## config.mk

```make
export PLATFORM = sky130hd
export DESIGN_NAME = dac_gain_offset_calibration
export DESIGN_NICKNAME = d
export VERILOG_FILES = /design/src/dac_gain_offset_calibration.v /design/src/gain_offset_alu.v
export VERILOG_INCLUDE_DIRS = /design/src
export SDC_FILE = /design/constraint.sdc
export NUM_CORES = 2
export LEC_CHECK = 0
export BUFFER_PORTS_ARGS = -buffer_cell sky130_fd_sc_hd__buf_4
export CAP_MARGIN = 10
export CORE_MARGIN = 3
export CORE_UTILIZATION = 45
export CTS_BUF_LIST = sky130_fd_sc_hd__clkbuf_8
export DETAILED_ROUTE_END_ITERATION = 10
export HOLD_SLACK_MARGIN = 0.02
export PLACE_DENSITY_LB_ADDON = 0.05
export SETUP_SLACK_MARGIN = 0.15
export SLEW_MARGIN = 20
export SYNTH_ARGS = -nofsm -noshare
export SYNTH_HDL_FRONTEND = slang
export SYNTH_HIERARCHICAL = 1
export SYNTH_SLANG_ARGS = --single-unit
```

## constraint.sdc

```tcl
create_clock -name clock -period 11.8 [get_ports clock]
set_input_delay 0.59 -clock clock [delete_from_list [all_inputs] [get_ports clock]]
set_output_delay 0.59 -clock clock [all_outputs]
set_load 0.005 [all_outputs]
```

## src/dac_cal_regs.vh

```
`ifndef DAC_CAL_REGS_VH
`define DAC_CAL_REGS_VH

`define DW             16
`define DAC_RES        16
`define HALF_SCALE     17'h08000
`define GAIN_RST       16'hffff
`define OFS_RST        16'h8000
`define WORD_MAX       16'hffff
`define WORD_MIN       16'h0000

`define IDX_CTRL       8'h11
`define IDX_MODE       8'h12
`define IDX_IN_BASE    8'h40
`define IDX_IN_LAST    8'h4b
`define IDX_GAIN_BASE  8'h80
`define IDX_OFS_BASE   8'ha0
`define IDX_SET_MASK   8'he0

`define CTRL_CAL_EN    0
`define CTRL_RST       1'b1
`define MODE_RST       8'h00
`define CHSEL_BOTH     2'h2

`endif

```

## src/dac_gain_offset_calibration.v

```verilog
// Chosen here: the APB register port and the placing of the registers.
`timescale 1ns/100ps
`default_nettype none
`include "dac_cal_regs.vh"

module dac_gain_offset_calibration (
   input  wire        clock,
   input  wire        srst,
   input  wire        psel,
   input  wire        penable,
   input  wire        pwrite,
   input  wire [9:0]  paddr,
   input  wire [31:0] pwdata,
   output reg  [31:0] prdata,
   output reg         pready,
   output reg         pslverr,
   output reg         cal_enable,
   output reg         dac_load_strobe,
   output reg  [2:0]  dac_load_index,
   output reg  [15:0] dac_load_word
);
   localparam [3:0] S_IDLE  = 4'b0001;
   localparam [3:0] S_CALC0 = 4'b0010;
   localparam [3:0] S_CALC1 = 4'b0100;
   localparam [3:0] S_RESP  = 4'b1000;

   // Input word location: index = base + chsel*4 + dac, chsel 2 = both channels
   function is_input;
      input [7:0] idx;
      begin
         is_input = (idx >= `IDX_IN_BASE) && (idx <= `IDX_IN_LAST);
      end
   endfunction

   function [2:0] slot_of;
      input [7:0] idx;
      input       ch;
      begin
         slot_of = {ch, idx[1:0]};
      end
   endfunction

   function is_set_reg;
      input [7:0] idx;
      begin
         is_set_reg = ((idx & `IDX_SET_MASK) == `IDX_GAIN_BASE) ||
                      ((idx & `IDX_SET_MASK) == `IDX_OFS_BASE);
         is_set_reg = is_set_reg && (idx[4] == 1'b0);
      end
   endfunction

   reg  [3:0]  state_r;
   reg  [3:0]  state_nxt;
   reg  [15:0] gain_r    [0:15];
   reg  [15:0] offset_r  [0:15];
   reg  [15:0] loaded_r  [0:7];
   reg  [7:0]  mode_r;
   reg  [15:0] raw_r;
   reg  [2:0]  slot_r;
   reg         both_r;
   reg         alu_start;
   reg  [2:0]  alu_slot;
   reg  [15:0] alu_x;
   reg  [31:0] rdata_nxt;
   reg         err_nxt;
   integer     i;

   wire [7:0]  idx     = paddr[9:2];
   wire        access  = psel && penable;
   wire        in_hit  = is_input(idx) && (idx[3:2] != 2'h3);
   wire        both    = (idx[3:2] == `CHSEL_BOTH);
   wire [3:0]  set_sel = {alu_slot, mode_r[alu_slot]};
   wire [15:0] alu_y;
   wire        alu_valid;

   gain_offset_alu u_alu (
      .clock               (clock),
      .srst                (srst),
      .start               (alu_start),
      .cal_en              (cal_enable),
      .raw_input_word      (alu_x),
      .gain                (gain_r[set_sel]),
      .offset              (offset_r[set_sel]),
      .corrected_load_word (alu_y),
      .valid               (alu_valid)
   );

   // Launch the ALU: first channel from the bus, second from the held word
   always @* begin
      alu_start = 1'b0;
      alu_slot  = slot_r;
      alu_x     = raw_r;
      if (state_r == S_IDLE && access && pwrite && in_hit) begin
         alu_start = 1'b1;
         alu_slot  = both ? slot_of(idx, 1'b0) : slot_of(idx, idx[2]);
         alu_x     = pwdata[15:0];
      end else if (state_r == S_CALC0 && both_r) begin
         alu_start = 1'b1;
         alu_slot  = {1'b1, slot_r[1:0]};
      end
   end

   // Read data and error for every access except an input-word write
   always @* begin
      rdata_nxt = 32'h00000000;
      err_nxt   = 1'b0;
      if (in_hit)
         rdata_nxt = {16'h0000, loaded_r[both ? slot_of(idx, 1'b0)
                                              : slot_of(idx, idx[2])]};
      else if (idx == `IDX_CTRL)
         rdata_nxt = {31'h00000000, cal_enable};
      else if (idx == `IDX_MODE)
         rdata_nxt = {24'h000000, mode_r};
      else if (is_set_reg(idx))
         rdata_nxt = {16'h0000, idx[5] ? offset_r[idx[3:0]] : gain_r[idx[3:0]]};
      else
         err_nxt = 1'b1;
   end

   always @* begin
      state_nxt = state_r;
      case (state_r)
         S_IDLE: begin
            if (access)
               state_nxt = (pwrite && in_hit) ? S_CALC0 : S_RESP;
         end
         S_CALC0: begin
            state_nxt = both_r ? S_CALC1 : S_RESP;
         end
         S_CALC1: begin
            state_nxt = S_RESP;
         end
         S_RESP: begin
            state_nxt = S_IDLE;
         end
         default: begin
            state_nxt = S_IDLE;
         end
      endcase
   end

   always @(posedge clock) begin
      if (srst) begin
         state_r         <= S_IDLE;
         pready          <= 1'b0;
         pslverr         <= 1'b0;
         prdata          <= 32'h00000000;
         cal_enable      <= `CTRL_RST;
         mode_r          <= `MODE_RST;
         raw_r           <= `WORD_MIN;
         slot_r          <= 3'h0;
         both_r          <= 1'b0;
         dac_load_strobe <= 1'b0;
         dac_load_index  <= 3'h0;
         dac_load_word   <= `WORD_MIN;
         // Volatile: every reset restores defaults
         for (i = 0; i < 16; i = i + 1) begin
            gain_r[i]   <= `GAIN_RST;
            offset_r[i] <= `OFS_RST;
         end
         for (i = 0; i < 8; i = i + 1)
            loaded_r[i] <= `WORD_MIN;
      end else begin
         state_r         <= state_nxt;
         dac_load_strobe <= 1'b0;
         case (state_r)
            S_IDLE: begin
               pready  <= 1'b0;
               pslverr <= 1'b0;
               if (access) begin
                  raw_r  <= pwdata[15:0];
                  slot_r <= alu_slot;
                  both_r <= both;
                  if (!(pwrite && in_hit)) begin
                     pready  <= 1'b1;
                     pslverr <= err_nxt;
                     prdata  <= pwrite ? 32'h00000000 : rdata_nxt;
                  end
               end
            end
            S_CALC0, S_CALC1: begin
               // One corrected word per DAC, overwritten on every load
               if (alu_valid) begin
                  loaded_r[slot_r] <= alu_y;
                  dac_load_strobe  <= 1'b1;
                  dac_load_index   <= slot_r;
                  dac_load_word    <= alu_y;
               end
               if (state_r == S_CALC0 && both_r) begin
                  slot_r <= {1'b1, slot_r[1:0]};
               end else begin
                  // Writes answer with zero data, never a stale read word
                  pready <= 1'b1;
                  prdata <= 32'h00000000;
               end
            end
            S_RESP: begin
               pready  <= 1'b0;
               pslverr <= 1'b0;
               // Register writes land at the edge the master sees pready
               if (access && pwrite && !pslverr) begin
                  if (idx == `IDX_CTRL)
                     cal_enable <= pwdata[`CTRL_CAL_EN];
                  else if (idx == `IDX_MODE)
                     mode_r <= pwdata[7:0];
                  else if (is_set_reg(idx) && idx[5])
                     offset_r[idx[3:0]] <= pwdata[15:0];
                  else if (is_set_reg(idx))
                     gain_r[idx[3:0]] <= pwdata[15:0];
               end
            end
            default: begin
               pready <= 1'b0;
            end
         endcase
      end
   end
endmodule // dac_gain_offset_calibration

`default_nettype wire

```

## src/gain_offset_alu.v

```verilog
`timescale 1ns/100ps
`default_nettype none
`include "dac_cal_regs.vh"

module gain_offset_alu (
   input  wire        clock,
   input  wire        srst,
   input  wire        start,
   input  wire        cal_en,
   input  wire [15:0] raw_input_word,
   input  wire [15:0] gain,
   input  wire [15:0] offset,
   output reg  [15:0] corrected_load_word,
   output reg         valid
);
   wire [16:0] gain_p1  = {1'b0, gain} + 17'h00001;
   wire [32:0] product  = raw_input_word * gain_p1;
   // Truncation drops the fraction; no rounding so default gain is exact
   wire [16:0] scaled   = product[32:`DAC_RES];
   // Offset added after scaling, in raw steps
   wire signed [18:0] sum = $signed({2'b00, scaled}) + $signed({3'b000, offset})
                            - $signed({2'b00, `HALF_SCALE});
   reg  [15:0] result;

   always @* begin
      if (!cal_en)
         result = raw_input_word;
      else if (sum < 0)
         result = `WORD_MIN;
      else if (sum > $signed({3'b000, `WORD_MAX}))
         result = `WORD_MAX;
      else
         result = sum[15:0];
   end

   always @(posedge clock) begin
      if (srst) begin
         corrected_load_word <= `WORD_MIN;
         valid               <= 1'b0;
      end else begin
         valid <= start;
         if (start)
            corrected_load_word <= result;
      end
   end
endmodule // gain_offset_alu

`default_nettype wire

```

==> run summary <==
Post-synth top area share -> 41.0%
Largest stage delay, worst path -> 0.59 ns
Fmax -> 0.0842 GHz
Routed length per instance -> 28.3 um
Setup crit start kind -> flop
Largest net degree at the start of global routing -> 129
I/O Pins -> 102
Die area -> 108000 um2
Setup violators final -> 8
Die width -> 329 um
Detailed Place HPWL -> 106000 um
Post-synth top cells -> edfxtp_1, and2_1, nand2_1
GP Congestion -> 0.853
Via density -> 5.86
Crit end category -> flop
Worst setup path start -> state_r[1]
Critical Path AT -> 12.51 ns
Slew Limit Fails -> 0
Netlist Area Pre-Place -> 46900 um2
YS warnings -> 6
Die H -> 329 um
Clk sinks -> 728
Reg2Reg Setup Slack -> -0.07 ns
Cells after synthesis -> 3979
Reg2reg start -> state_r[1]
Initial DRC count -> 3705
CTS hold repair buffers -> 0
Most frequent cell after synthesis -> edfxtp_1
Hold slack -> 0.230 ns
Number of synthesized flops with an enable pin -> 640
Worst vdd ir -> 70.8 uV
Tmin final -> 11.87 ns
Reg clk slew, reported paths -> 0.06 ns
Tcrit/Tclk final -> 101%
Final Hold Fails -> 0
Worst reg2reg path endpoint -> u_alu/corrected_load_word[15]
Worst slew pin tran -> 1.20 ns
Ys async rst share -> 0%
MaxCap Viol Count -> 0
Vias -> 33679
Vias in the first global route -> 34041
Initial antenna violation count -> 12
Most used cell, CP -> fa_1
WL final -> 163000 um
# rows -> 117
Max Root-Sink Buffers -> 3
Final critical-path setup slack -> -0.0721 ns
Total gr overflow -> 0
Total CTS buffers -> 134
Hold Crit Class -> in2reg
Final Net Count -> 4660
Worst path slowest cell -> fa_1
Reg2reg path depth -> 47
Layout cells sized above 1 -> 28.1%
Htree depth -> 4
Yosys top cell by area -> edfxtp_1
Core ar. -> 103000 um2
Area grow syn2layout -> 17.1%
Pwr Total -> 6.25 mW
Starting density of the core -> 45.7%
Headroom to the max-slew limit -> 19.8%
Clk_lat worst skew -> 0.84 ns
CTS tree -> done
First-pass GRT wire length -> 237000 um
Max FO, Critical Path -> 8
Max Clock Skew -> 0.0563 ns
Top FF cell, synth -> edfxtp_1
1st-pass router iterations -> 5
Routed Antenna Nets -> 0
Port bufs -> 67
CTS root buffer -> clkbuf_8
Worst Setup EP -> u_alu/corrected_load_word[15]
#FFs+latches synth -> 728
Status -> finished, violations left
Leakage -> 20.4 nW
Post-synth cell types -> 78
Syn Area/Cell -> 11.8 um2
Post-route DRC -> 0
Critical path class -> reg2reg
Post-synthesis sequential area ratio -> 44.7%
RSZ-0062 raised after global routing -> yes
Post-route cell area -> 54900 um2
Failing checks -> setup timing
Tot GR Track Use -> 30.2%
Power Density -> 114 nW/um2
Ranking of synthesized cells by area -> edfxtp_1, mux4_2, fa_1, and2_1, dfxtp_1
WP data required -> 12.44 ns
Area after DPL -> 51100 um2
stage by stage:
step	util, %	setup TNS [ns]	setup slack, ns	instances
after global routing	53.5	-4.98	-0.386	5744
after floorplan	-	0	0.158	3994
after global placement	49.8	-17.49	-1.20	5451
final	53.5	-0.182	-0.0721	5747
after detailed placement	49.8	-18.54	-1.25	5451
after CTS	53.0	0	0.146	5731
power by group:
group,leakage [nW],internal [mW],switching (mW)
registers,6.39,2.84,0.0248
clock network,1.48,1.25,1.15
logic,12.5,0.402,0.582
total,20.4,4.50,1.75
cells in the final DEF, fill, tap and decap left out, types with 29 or more instances in the layout:
master	netlist	final
edfxtp_1	640	640
and2_1	479	475
buf_4	21	392
nand2_1	356	349
inv_1	247	288
fa_1	208	203
mux4_2	194	194
nor2_1	177	160
or2_2	159	159
clkbuf_8	0	143
mux2i_1	141	140
ha_1	137	118
o22ai_1	103	100
dfxtp_1	88	86
nor3_1	91	79
nand2b_1	77	76
mux2_2	78	74
a21oi_1	78	69
or3_1	65	64
buf_12	0	31
a32o_1	29	29
layer usage:
| layer | part of all wire (%) | up-vias | routed length, um | GRT usage (%) |
|---|---|---|---|---|
| met2 | 46 | 1476 | 74300 | 46.3 |
| met5 | 0.015 | - | 25 | 0 |
| met4 | 3.7 | 4 | 6070 | 11.4 |
| met1 | 43 | 17196 | 69900 | 43.0 |
| li1 | - | 14698 | - | - |
| met3 | 7.6 | 305 | 12400 | 5.30 |
layout make-up:
class                           instances  area (um2)
Multi-Input combinational cell       2709       24800
Inverter                              247         927
Sequential cell                       728       21000
Tap cell                             1368        1710
Clock buffer                          142        1950
Clock inverter                        100         632
Antenna cell                            5        12.5
Fill cell                            8885       47700
Timing Repair Buffer                  448        3940
state kept, by name, summed over array words and instances (netlist names), 3 cells and up:
signal,count
dac_load_word,16
slot_r,3
prdata,16
state_r,4
mode_r,8
u_alu/corrected_load_word,16
dac_load_index,3
loaded_r,128
offset_r,256
raw_r,16
gain_r,256
worst max-delay path: cells and delay by family (launching register included):
family / cells / cell delay (ns)
and+or+nand+nor: 15 / 3.09
AOI/OAI and AO/OA: 9 / 2.38
muxes: 2 / 0.51
xor gates and xnor gates: 2 / 0.39
DFF: 1 / 0.33
adders and majority gates: 9 / 3.78
buffers and inverters: 10 / 1.20
cells by family (layout without fill, tap and decap cells):
kind of cell               Yosys count  in the layout  synth area share, %
AOI/OAI and AO/OA                  405            405                 6.04
xor gates and xnor gates            41             41                0.766
adders and majority gates          345            345                 12.5
buffers and inverters              557            937                 4.80
DFF                                728            728                 44.7
muxes                              416            416                 14.3
other                                1             21              0.00800
and+or+nand+nor                   1486           1486                 16.8
worst min-delay path by stage:
stage | from | slack (ns) | end | cells past startpoint
after floorplan | raw_r[0] | 0.43 | raw_r[0] | 2
after CTS | pwdata[15] | 0.15 | raw_r[15] | 3
after global routing | pwdata[15] | 0.19 | raw_r[15] | 3
after detailed placement | raw_r[12] | 0.44 | raw_r[12] | 2
after global placement | raw_r[5] | 0.44 | raw_r[5] | 2
final | pwdata[15] | 0.23 | raw_r[15] | 3
timing repair:
action,in CTS,in global routing
gates resized for setup,87,66
setup endpoints to repair,16,16
pin swaps,52,96
cloned,3,1
setup buffers,35,10
Note: power is estimated with default switching activity, not from simulation.
